File: src/design/lbd_defs.svh
// Constants for the logic, branch and bit-clear decode block
`ifndef LBD_DEFS_SVH
`define LBD_DEFS_SVH

// ----------------------------------------------------------------------
// Opcode fields
// ----------------------------------------------------------------------
`define LBD_OPC_AND_LIT 8'h0b
`define LBD_OPC_AND_FILE 6'h05
`define LBD_OPC_BR_C 8'he2
`define LBD_OPC_BR_N 8'he6
`define LBD_OPC_BCLR 4'h9

// ----------------------------------------------------------------------
// Field positions inside the instruction word
// ----------------------------------------------------------------------
`define LBD_DEST_POS 9
`define LBD_BANK_POS 8
`define LBD_BSEL_HI 11
`define LBD_BSEL_LO 9
`define LBD_SIGN_POS 7

// ----------------------------------------------------------------------
// Reset values, access bank and timing
// ----------------------------------------------------------------------
`define LBD_W_RST 8'h00
`define LBD_STAT_RST 5'h00
`define LBD_IR_RST 16'h0000
`define LBD_ACCESS_SPLIT 8'h80
`define LBD_ACCESS_LO_BANK 4'h0
`define LBD_ACCESS_HI_BANK 4'hf
`define LBD_QPHASES 4
`define LBD_PC_STEP 2

`endif

File: src/design/lbd_pkg.sv
// Types shared by the logic, branch and bit-clear decode block
package lbd_pkg;

  typedef enum logic [1:0] {
    PH_Q1 = 2'b00,
    PH_Q2 = 2'b01,
    PH_Q3 = 2'b10,
    PH_Q4 = 2'b11
  } lbd_phase_e;

  typedef enum logic [2:0] {
    OP_NONE = 3'b000,
    OP_AND_LIT = 3'b001,
    OP_AND_FILE = 3'b010,
    OP_BR_C = 3'b011,
    OP_BR_N = 3'b100,
    OP_BCLR = 3'b101
  } lbd_op_e;

  typedef struct packed {
    lbd_op_e op;
    logic writes_file;
    logic bank_bit;
    logic [2:0] bitsel;
    logic [7:0] fadr;
  } lbd_dec_s;

  typedef struct packed {
    logic n;
    logic ov;
    logic z;
    logic dc;
    logic c;
  } lbd_stat_s;

  typedef struct packed {
    logic rd;
    logic we;
    logic [11:0] addr;
    logic [7:0] wdata;
  } lbd_mem_req_s;

endpackage : lbd_pkg

File: src/design/lbd_alu.sv
// Data path: AND, single-bit clear and result flags
`timescale 1ns/1ps
`default_nettype none
`include "lbd_defs.svh"

module lbd_alu (
  // Operation and operands
  input wire lbd_pkg::lbd_op_e op_in,
  input wire logic [7:0] w_in,
  input wire logic [7:0] lit_in,
  input wire logic [7:0] file_in,
  input wire logic [2:0] bitsel_in,
  // Result
  output logic [7:0] result_out,
  output logic neg_out,
  output logic zero_out
);
  import lbd_pkg::*;

  logic [7:0] keep_mask;

  // RL8 one cleared lane
  genvar gi;
  generate
    for (gi = 0; gi < 8; gi = gi + 1) begin : g_mask
      assign keep_mask[gi] = (bitsel_in != 3'(gi));
    end
  endgenerate

  always_comb begin
    case (op_in)
      // RL1 literal with W
      OP_AND_LIT: result_out = w_in & lit_in;
      // RL3 file with W
      OP_AND_FILE: result_out = w_in & file_in;
      OP_BCLR: result_out = file_in & keep_mask;
      default: result_out = file_in;
    endcase
  end

  // RL16 sign and zero
  assign neg_out = result_out[`LBD_SIGN_POS];
  assign zero_out = (result_out == 8'h00);

endmodule // lbd_alu
`default_nettype wire

File: src/design/lbd_core.sv
// Four-phase execute unit for literal/file AND, carry/negative branch, bit clear
`timescale 1ns/1ps
`default_nettype none
`include "lbd_defs.svh"

// Behaviour
// RL1: Literal AND combines 8-bit immediate with W, result to W; upper byte 0x0b.
// RL2: Register AND opcode 000101, then destination bit, bank bit, 8-bit address.
// RL3: Register AND forms W AND the addressed file register.
// RL4: Destination 0 sends result to W, file register untouched.
// RL5: Destination 1 writes the result back into the file register.
// RL6: Both ANDs update only negative and zero; carry, digit carry, overflow kept.
// RL7: Bank bit 0 uses the access bank; 1 uses the bank-select register.
// RL8: Bit clear zeroes bit b of the file register; opcode nibble 1001.
// RL9: Carry branch opcode upper byte 0xe2 with signed 8-bit offset.
// RL10: Carry branch taken only when carry is one, else fall through.
// RL11: Negative branch, upper byte 0xe6, taken only when negative is one.
// RL12: Taken branch loads incremented PC plus twice the sign-extended offset.
// RL13: One word each; branches take one cycle, two when taken, second idle.
// RL14: Branches and bit clear leave every status flag unchanged.
// RL15: Quarter phases: decode, operand read, process, write result or PC.
// RL16: Negative equals result bit 7; zero set when the result is all zero.
module lbd_core #(
  parameter int PC_W = 21
) (
  // Clock, reset, enable
  input wire logic clk_in,
  input wire logic reset_n_in,
  input wire logic ce_in,
  // Program memory
  input wire logic [15:0] instr_in,
  output logic fetch_out,
  output logic [PC_W-1:0] pc_out,
  // Data memory
  input wire logic [3:0] bank_sel_in,
  input wire logic [7:0] mem_rdata_in,
  output lbd_pkg::lbd_mem_req_s mem_req_out,
  // Loads from the rest of the core
  input wire logic w_load_in,
  input wire logic [7:0] w_data_in,
  input wire logic flag_load_in,
  input wire lbd_pkg::lbd_stat_s flag_data_in,
  // State
  output logic [7:0] w_out,
  output lbd_pkg::lbd_stat_s status_out,
  output lbd_pkg::lbd_phase_e phase_out,
  output logic taken_out,
  output logic nop_cycle_out,
  output logic unknown_op_out
);
  import lbd_pkg::*;

  generate
    if (PC_W < 10) begin : g_pc_check
      $error("PC_W too small for the branch offset");
    end
  endgenerate

  lbd_phase_e phase_ff;
  lbd_phase_e nxt_phase;
  logic [15:0] ir_ff;
  logic [PC_W-1:0] pc_ff;
  logic [PC_W-1:0] nxt_pc_branch;
  logic flush_ff;
  logic take_ff;
  logic nxt_take;
  logic [7:0] w_ff;
  lbd_stat_s status_ff;
  logic [7:0] result_ff;
  logic res_neg_ff;
  logic res_zero_ff;
  lbd_mem_req_s mem_ff;
  logic [11:0] nxt_addr;
  lbd_dec_s dec;
  logic [7:0] alu_result;
  logic alu_neg;
  logic alu_zero;
  logic is_and;
  logic needs_file;

  lbd_decode u_decode (
    .ir_in(ir_ff),
    .dec_out(dec)
  );

  lbd_alu u_alu (
    .op_in(dec.op),
    .w_in(w_ff),
    .lit_in(ir_ff[7:0]),
    .file_in(mem_rdata_in),
    .bitsel_in(dec.bitsel),
    .result_out(alu_result),
    .neg_out(alu_neg),
    .zero_out(alu_zero)
  );

  assign is_and = (dec.op == OP_AND_LIT) || (dec.op == OP_AND_FILE);
  assign needs_file = (dec.op == OP_AND_FILE) || (dec.op == OP_BCLR);

  // ----------------------------------------------------------------------
  // Quarter-phase sequencer
  // ----------------------------------------------------------------------
  // RL15 four quarter phases
  always_comb begin
    case (phase_ff)
      PH_Q1: nxt_phase = PH_Q2;
      PH_Q2: nxt_phase = PH_Q3;
      PH_Q3: nxt_phase = PH_Q4;
      PH_Q4: nxt_phase = PH_Q1;
      default: nxt_phase = PH_Q1;
    endcase
  end

  always_ff @(posedge clk_in) begin
    if (!reset_n_in) begin
      phase_ff <= PH_Q1;
    end else if (ce_in) begin
      phase_ff <= nxt_phase;
    end
  end

  // ----------------------------------------------------------------------
  // Q1: instruction latch and PC advance
  // ----------------------------------------------------------------------
  // RL13 idle second cycle
  always_ff @(posedge clk_in) begin
    if (!reset_n_in) begin
      ir_ff <= `LBD_IR_RST;
    end else if (ce_in && phase_ff == PH_Q1) begin
      ir_ff <= flush_ff ? `LBD_IR_RST : instr_in;
    end
  end

  always_ff @(posedge clk_in) begin
    if (!reset_n_in) begin
      flush_ff <= 1'b0;
    end else if (ce_in && phase_ff == PH_Q4) begin
      flush_ff <= take_ff;
    end
  end

  // RL12 offset doubled, signed
  assign nxt_pc_branch = pc_ff + {{(PC_W-9){ir_ff[`LBD_SIGN_POS]}}, ir_ff[7:0], 1'b0};

  always_ff @(posedge clk_in) begin
    if (!reset_n_in) begin
      pc_ff <= '0;
    end else if (ce_in && phase_ff == PH_Q1 && !flush_ff) begin
      pc_ff <= pc_ff + PC_W'(`LBD_PC_STEP);
    end else if (ce_in && phase_ff == PH_Q4 && take_ff) begin
      pc_ff <= nxt_pc_branch;
    end
  end

  // ----------------------------------------------------------------------
  // Q2: file address and read strobe
  // ----------------------------------------------------------------------
  // RL7 access bank override
  always_comb begin
    if (dec.bank_bit) begin
      nxt_addr = {bank_sel_in, dec.fadr};
    end else if (dec.fadr < `LBD_ACCESS_SPLIT) begin
      nxt_addr = {`LBD_ACCESS_LO_BANK, dec.fadr};
    end else begin
      nxt_addr = {`LBD_ACCESS_HI_BANK, dec.fadr};
    end
  end

  // RL5 write back to file
  always_ff @(posedge clk_in) begin
    if (!reset_n_in) begin
      mem_ff <= '0;
    end else if (ce_in) begin
      case (phase_ff)
        PH_Q2: begin
          mem_ff.addr <= nxt_addr;
          mem_ff.rd <= needs_file;
        end
        PH_Q3: begin
          mem_ff.rd <= 1'b0;
          mem_ff.we <= dec.writes_file;
          mem_ff.wdata <= alu_result;
        end
        PH_Q4: mem_ff.we <= 1'b0;
        default: mem_ff.rd <= 1'b0;
      endcase
    end
  end

  // ----------------------------------------------------------------------
  // Q3: process data, branch decision
  // ----------------------------------------------------------------------
  // RL10 carry condition
  // RL11 negative condition
  always_comb begin
    case (dec.op)
      OP_BR_C: nxt_take = status_ff.c;
      OP_BR_N: nxt_take = status_ff.n;
      default: nxt_take = 1'b0;
    endcase
  end

  always_ff @(posedge clk_in) begin
    if (!reset_n_in) begin
      take_ff <= 1'b0;
      result_ff <= 8'h00;
      res_neg_ff <= 1'b0;
      res_zero_ff <= 1'b0;
    end else if (ce_in && phase_ff == PH_Q3) begin
      take_ff <= nxt_take;
      result_ff <= alu_result;
      res_neg_ff <= alu_neg;
      res_zero_ff <= alu_zero;
    end else if (ce_in && phase_ff == PH_Q4) begin
      take_ff <= 1'b0;
    end
  end

  // ----------------------------------------------------------------------
  // Q4: W and status write
  // ----------------------------------------------------------------------
  // Instruction results win over a load in the same cycle
  // RL4 result to W
  always_ff @(posedge clk_in) begin
    if (!reset_n_in) begin
      w_ff <= `LBD_W_RST;
    end else if (ce_in && phase_ff == PH_Q4 && is_and && !dec.writes_file) begin
      w_ff <= result_ff;
    end else if (ce_in && w_load_in) begin
      w_ff <= w_data_in;
    end
  end

  // RL6 only N and Z
  // RL14 others untouched
  always_ff @(posedge clk_in) begin
    if (!reset_n_in) begin
      status_ff <= `LBD_STAT_RST;
    end else if (ce_in && phase_ff == PH_Q4 && is_and) begin
      status_ff.n <= res_neg_ff;
      status_ff.z <= res_zero_ff;
    end else if (ce_in && flag_load_in) begin
      status_ff <= flag_data_in;
    end
  end

  // ----------------------------------------------------------------------
  // Outputs
  // ----------------------------------------------------------------------
  assign fetch_out = (phase_ff == PH_Q1) && !flush_ff;
  assign pc_out = pc_ff;
  assign mem_req_out = mem_ff;
  assign w_out = w_ff;
  assign status_out = status_ff;
  assign phase_out = phase_ff;
  assign taken_out = take_ff;
  assign nop_cycle_out = flush_ff;
  assign unknown_op_out = (dec.op == OP_NONE) && !flush_ff;
endmodule // lbd_core
`default_nettype wire

File: src/design/lbd_decode.sv
// Instruction word decoder for the five supported instructions
`timescale 1ns/1ps
`default_nettype none
`include "lbd_defs.svh"

module lbd_decode (
  // Instruction word
  input wire logic [15:0] ir_in,
  // Decoded fields
  output lbd_pkg::lbd_dec_s dec_out
);
  import lbd_pkg::*;

  always_comb begin
    dec_out = '0;
    dec_out.op = OP_NONE;
    dec_out.bank_bit = ir_in[`LBD_BANK_POS];
    dec_out.bitsel = ir_in[`LBD_BSEL_HI:`LBD_BSEL_LO];
    dec_out.fadr = ir_in[7:0];
    // RL1 literal AND match
    if (ir_in[15:8] == `LBD_OPC_AND_LIT) begin
      dec_out.op = OP_AND_LIT;
    // RL2 register AND match
    end else if (ir_in[15:10] == `LBD_OPC_AND_FILE) begin
      dec_out.op = OP_AND_FILE;
      dec_out.writes_file = ir_in[`LBD_DEST_POS];
    // RL9 carry branch match
    end else if (ir_in[15:8] == `LBD_OPC_BR_C) begin
      dec_out.op = OP_BR_C;
    // RL11 negative branch match
    end else if (ir_in[15:8] == `LBD_OPC_BR_N) begin
      dec_out.op = OP_BR_N;
    // RL8 bit clear match
    end else if (ir_in[15:12] == `LBD_OPC_BCLR) begin
      dec_out.op = OP_BCLR;
      dec_out.writes_file = 1'b1;
    end
  end

endmodule // lbd_decode
`default_nettype wire

File: config.mk
export PLATFORM = sky130hd
export DESIGN_NAME = lbd_core
export DESIGN_NICKNAME = d
export VERILOG_FILES = /design/src/design/lbd_pkg.sv /design/src/design/lbd_alu.sv /design/src/design/lbd_core.sv /design/src/design/lbd_decode.sv
export VERILOG_INCLUDE_DIRS = /design/src /design/src/design
export SDC_FILE = /design/constraint.sdc
export NUM_CORES = 1
export LEC_CHECK = 0
export ABC_AREA = 1
export BUFFER_PORTS_ARGS = -buffer_cell sky130_fd_sc_hd__buf_4
export CAP_MARGIN = 20
export CORE_MARGIN = 5
export CORE_UTILIZATION = 49
export DETAILED_ROUTE_END_ITERATION = 12
export PLACE_DENSITY = 0.71
export SLEW_MARGIN = 10
export SYNTH_ARGS = -nofsm -noshare
export SYNTH_HDL_FRONTEND = slang
export SYNTH_SLANG_ARGS = --single-unit
File: constraint.sdc
create_clock -name clk_in -period 6.2 [get_ports clk_in]
set_input_delay 1.24 -clock clk_in [delete_from_list [all_inputs] [get_ports clk_in]]
set_output_delay 1.24 -clock clk_in [all_outputs]
set_load 0.005 [all_outputs]
# Word-level counts from Yosys, hierarchy flattened
# Cells that the tools add are included.
dict set report op_classes {
  order_cmp 1
  n_mul 0
  n_bitwise 5
  shifts 0
  n_eq_ne 20
  addsub 2
  reduce_logical 29
  n_mux 25
  div 0
}
# operator n
set ops {}
lappend ops {{21-bit 2-to-1 mux} 2}
lappend ops {{8-bit AND} 3}
lappend ops {{12-bit 2-to-1 mux} 2}
lappend ops {{8-bit one-hot mux with 3 select lines} 1}
lappend ops {{21-bit by 2-bit adder with 21-bit output, second input constant} 1}
lappend ops {{21-bit adder} 1}
lappend ops {{8-bit equality test, second input constant} 2}
lappend ops {{16-bit 2-to-1 mux} 1}
lappend ops {{8-bit 2-to-1 mux} 2}
lappend ops {{3-bit != test, second input constant} 4}
lappend ops {{1-bit logical AND} 11}
lappend ops {{2-bit AND reduction} 5}
lappend ops {{2-bit nonzero test} 5}
lappend ops {{3-bit 2-to-1 mux} 3}
lappend ops {{8-bit by 4-bit equality test with 1-bit output, second input constant} 1}
lappend ops {{8-bit logical NOT} 1}
lappend ops {{8-bit less-than comparator, second input constant} 1}
lappend ops {{4-bit 2-to-1 mux} 2}
lappend ops {{2-bit one-hot mux with 4 select lines} 1}
lappend ops {{1-bit 2-to-1 mux} 7}
lappend ops {{3-bit by 2-bit equality test with 1-bit output, second input constant} 2}
lappend ops {{3-bit equality test, second input constant} 2}
lappend ops {{6-bit by 3-bit equality test with 1-bit output, second input constant} 1}
lappend ops {{3-bit by 2-bit != test with 1-bit output, second input constant} 2}
lappend ops {{13 further kinds} 19}
dict set report totals {
  out_inout_bits 62
  memories 0
  mem_bits_rw 0
  wordCells 100
  input_bits 46
  latch_bits 0
  ff_bits 86
  romBits 0
}

# Depth between registers and ports, before layout
dict set report depth {
  word_depth 11
  depth_mapped 19
  mapped_depth_nobuf 18
}

# Modules after synthesis
# From an unflattened synthesis, not the netlist that was laid out.
dict set report hier_totals {
  hier_cells 742
  hier_area_um2 4763.3
}
# module cells_each instances area_each_um2
set by_module_without_submodules {}
lappend by_module_without_submodules {lbd_core 601 1 4077.7}
lappend by_module_without_submodules {lbd_alu 96 1 455.4}
lappend by_module_without_submodules {lbd_decode 45 1 230.2}

# Least setup slack after synthesis
# No wires, ideal clock.
dict set report synth_path {
  kind {input port to flip-flop}
  start {input port ce_in}
  end {register pc_ff[15], in the netlist pc_out[15]}
  arrival_time_ns 3.298
  setup_ns 0.109
  slack_ns 2.793
  stages 14
  path_cell_list {buf_2 -> nand3_1 -> inv_1 -> or2_2 -> ha_1 -> fa_1 -> nand3_1 -> nand2_1 -> a21boi_0 -> nand3b_1 -> a21o_1 -> nand3_1 -> nand2_1 -> inv_1}
}
dict set report synth_via {
  elab_chain_cells 3
}
# element line_no
set synth_rtl {}
lappend synth_rtl {{start: declaration} lbd_core.sv:29} ;# input wire logic ce_in,
lappend synth_rtl {{1-bit logical AND, on equally long branches (2 in a row)} {lbd_core.sv:148, lbd_core.sv:150}}
lappend synth_rtl {{21-bit 2-to-1 mux / 2-bit nonzero test (equally long branches)} --}
lappend synth_rtl {{end signal: assignment} lbd_core.sv:149} ;# pc_ff <= pc_ff + PC_W'(`LBD_PC_STEP);
lappend synth_rtl {{end signal: assignment} lbd_core.sv:151} ;# pc_ff <= nxt_pc_branch;
lappend synth_rtl {{end: declaration} lbd_core.sv:62} ;# logic [PC_W-1:0] pc_ff;
# Parallel ways exist; a longest one is shown, timed or not.
# A chain may end at the register's enable or synchronous reset.

# Worst setup path after layout
# Ends and elaborated chain as after synthesis.

==> results.json <==
{
  "status": "complete, no violations",
  "min_period_ns": 3.632,
  "p_per_area_nw_per_um2": 214.2,
  "cts-resized-gates": 0,
  "p_switching_w": 0.0003989,
  "dominantRegCellSynth": "dfxtp_1",
  "drtAntennaViolNets": 0,
  "dr.first_iter.drc_count": 273,
  "grt.total_usage_pct": 23.12,
  "cts_sinks": 76,
  "grt_first_pass_wirelength_um": 21790,
  "drc": 0,
  "vdd_drop_max_mv": 0.1334,
  "switching_share_pct": 32.44,
  "final-hold-violation-count": 0,
  "yosys-top-cells-area": "dfxtp_1, nand2_1, a21oi_1, inv_1, ha_1",
  "rsz0062_at_grt": "no",
  "die_y_um": 108.1,
  "antenna_found_initial": 0,
  "combPwrFrac_pct": 21.6,
  "syn_inst": 710,
  "clk_pin_slew_worst_paths_ns": 0.09,
  "crit_chain": "buf_4, nand3_1, inv_1, or2_2, ha_1, fa_1, nand3_1, nand2_1, a21boi_0, nand3b_1, a21o_1, nand3_1, nand2_1, inv_1",
  "tightest_slew_ns": 1.026,
  "critPathBufInv": 3,
  "clkLatencyLatePin_ns": 0.36,
  "cp_top_family": "simple AND/OR/NAND/NOR gates",
  "setup.worst_path.class": "in2reg",
  "synth_top_area_share_pct": 32.24,
  "slew_headroom_pct": 31.49,
  "start_kind": "input port",
  "hp-class": "reg2reg",
  "min_path_cells": 2,
  "cts_hold_buf": 0,
  "max-cap-violations": 0,
  "layout.cells.non_filler": 936,
  "leakagePower_nw": 2.929,
  "endpoint_kind": "flop",
  "min_period_over_period_pct": 58.58,
  "crit_cells": 14,
  "drt-wirelength-per-cell_um": 14.47,
  "cpMostUsedCell": "nand3_1",
  "synth_seq_area_share_pct": 32.24,
  "n_fill_cell": 903,
  "clockRootBuffer": "clkbuf_8",
  "num_vias": 4956,
  "via_per_inst": 5.295,
  "yosysWarnings": 0,
  "dp_hpwl_um": 10420,
  "syn_area_um2": 4720,
  "place_inst": 920,
  "io_pins": 108,
  "start_util_pct": 50.60,
  "synth_nets": 781,
  "crit_slowest_cell": "fa_1",
  "internal_power_w": 0.0008309,
  "layout-drive-gt1-share_pct": 17.47,
  "diodes": 0,
  "synth.distinct_cells": 39,
  "gp_congestion": 0.9269,
  "setup_tns_ns": 0,
  "cts_tree": "done",
  "drt_pass1_iterations": 4,
  "arrival_ns": 3.89,
  "postSynthAreaPerCell_um2": 6.647,
  "numCtsBuffers": 9,
  "synth_area_leader_cell": "dfxtp_1",
  "die_x_um": 108.1,
  "final_nets": 873,
  "clock_skew_ns": 0.01116,
  "async_flop_share_pct": 0,
  "cts_buffer_depth": 2,
  "clkPwrFrac_pct": 33.2,
  "grt_max_degree": 45,
  "cts_setup_buffers": 0,
  "reg2reg_depth": 15,
  "io_buffers": 106,
  "synth_edf_count": 0,
  "p_seq_share_pct": 45.2,
  "cts.htree.levels": 3,
  "ys_ff_latch": 76,
  "clock.fmax_mhz": 275.4,
  "worstPathMaxFanout": 23,
  "required_ns": 6.46,
  "grt_overflow": 0,
  "syn_to_final_growth_pct": 21.63,
  "setup_viol": 0,
  "cpPeakStageDelay_ns": 0.47,
  "core-area_um2": 9328,
  "grt_pass1_vias": 4650,
  "dieArea_um2": 11690,
  "drv_slew": 0,
  "drt_wl_total_um": 13550,
  "fp-row-count": 35
}
cells in the final DEF, fill, tap and decap left out, drive strengths merged:
cell      count
a211oi        5
a21boi        3
a21o          3
a21oi        67
a221oi        1
a31oi         2
a32o          1
buf         106
bufinv        1
clkbuf        9
clkinvlp      2
conb          1
dfxtp        76
fa            1
ha           24
inv          94
nand2       183
nand3        49
nand3b        2
nand4        21
nor2         67
nor3          6
nor4          1
o211ai        4
o21ai        57
o21bai       10
o221ai        1
or2           2
xnor2         2
xor2          6
path summary, 6_finish.rpt:
kind,startpoint,endpoint,slack [ns]
min reg2reg,mem_req_out[6],w_out[6],0.46
max,ce_in,pc_out[15],2.57
min,mem_req_out[6],w_out[6],0.46
max reg2reg,phase_out[0],pc_out[15],2.78
stage by stage:
step | util (%) | setup slack, ns | total power (W) | hold WS (ns) | cell area [um2]
floorplan | - | 2.793 | 0.0007235 | 0.4560 | 4720
global placement | 59.33 | 2.338 | 0.0008264 | 0.4571 | 5534
detailed placement | 59.33 | 2.233 | 0.0008326 | 0.4621 | 5534
CTS | 61.54 | 2.603 | 0.001238 | 0.4668 | 5741
global route | 61.54 | 2.380 | 0.001300 | 0.4935 | 5741
finish | 61.54 | 2.568 | 0.001230 | 0.4615 | 5741
state kept, by name, summed over array words and instances (netlist names):
register / flops
ir_ff: 16
mem_req_out: 22
nop_cycle_out: 1
pc_out: 20
phase_out: 2
res_zero_ff: 1
status_out: 5
taken_out: 1
w_out: 8
layout make-up:
| type | count | area, um2 | share of cell area (%) |
|---|---|---|---|
| Multi-Input combinational cell | 519 | 2718 | 47.34 |
| Sequential cell | 76 | 1521 | 26.50 |
| Timing Repair Buffer | 106 | 795.8 | 13.86 |
| Inverter | 90 | 337.8 | 5.885 |
| Tap cell | 129 | 161.4 | 2.812 |
| Clock buffer | 9 | 123.9 | 2.158 |
| Clock inverter | 7 | 82.58 | 1.439 |
worst reg2reg max path: cells and delay by family, from the launching register on:
family / cells / cell delay [ns]
buffers and inverters: 3 / 0.44
flip-flops: 1 / 0.46
AO/OA/AOI/OAI: 2 / 0.38
AND/OR/NAND/NOR: 7 / 1.08
adder cells (fa/ha/maj): 3 / 0.96
layer usage:
metal  global-route usage [%]  vias to the layer above  share of wire (%)
li1                         -                     2518                  -
met1                    28.79                     2282                 43
met2                    41.07                      130                 50
met3                    3.403                       26                5.2
met4                    7.124                        0                1.9
met5                        0                        -                  0
synth_stat cells, types with 6 or more instances:
library cell  instances
nand2_1             178
xor2_1                6
nand4_1              21
o21bai_1             10
nand3_1              47
nor3_1                6
ha_1                 24
dfxtp_1              76
nor2_1               61
o21ai_0              54
inv_1                89
clkbuf_1             13
a21oi_1              67
cells by family (layout without fill, tap and decap cells):
kind of cell,Yosys count,in the layout,share of synthesized area [%]
compound gates,154,154,18.21
xor+xnor,8,8,1.485
fa+ha+maj,25,25,6.787
buf+inv,115,212,10.18
flops,76,76,32.24
other cells,1,1,0.07946
simple gates,331,331,31.02
power groups by stage:
stage,logic (W),clock network [W],registers (W)
5_1_grt,0.000301,0.000438,0.000561
2_1_floorplan,0.000166,0,0.000558
3_5_place_dp,0.000265,0,0.000567
6_report,0.000265,0.000408,0.000556
4_1_cts,0.000267,0.000415,0.000556
3_3_place_gp,0.000260,0,0.000566
Power figures use the tool's default switching activity.
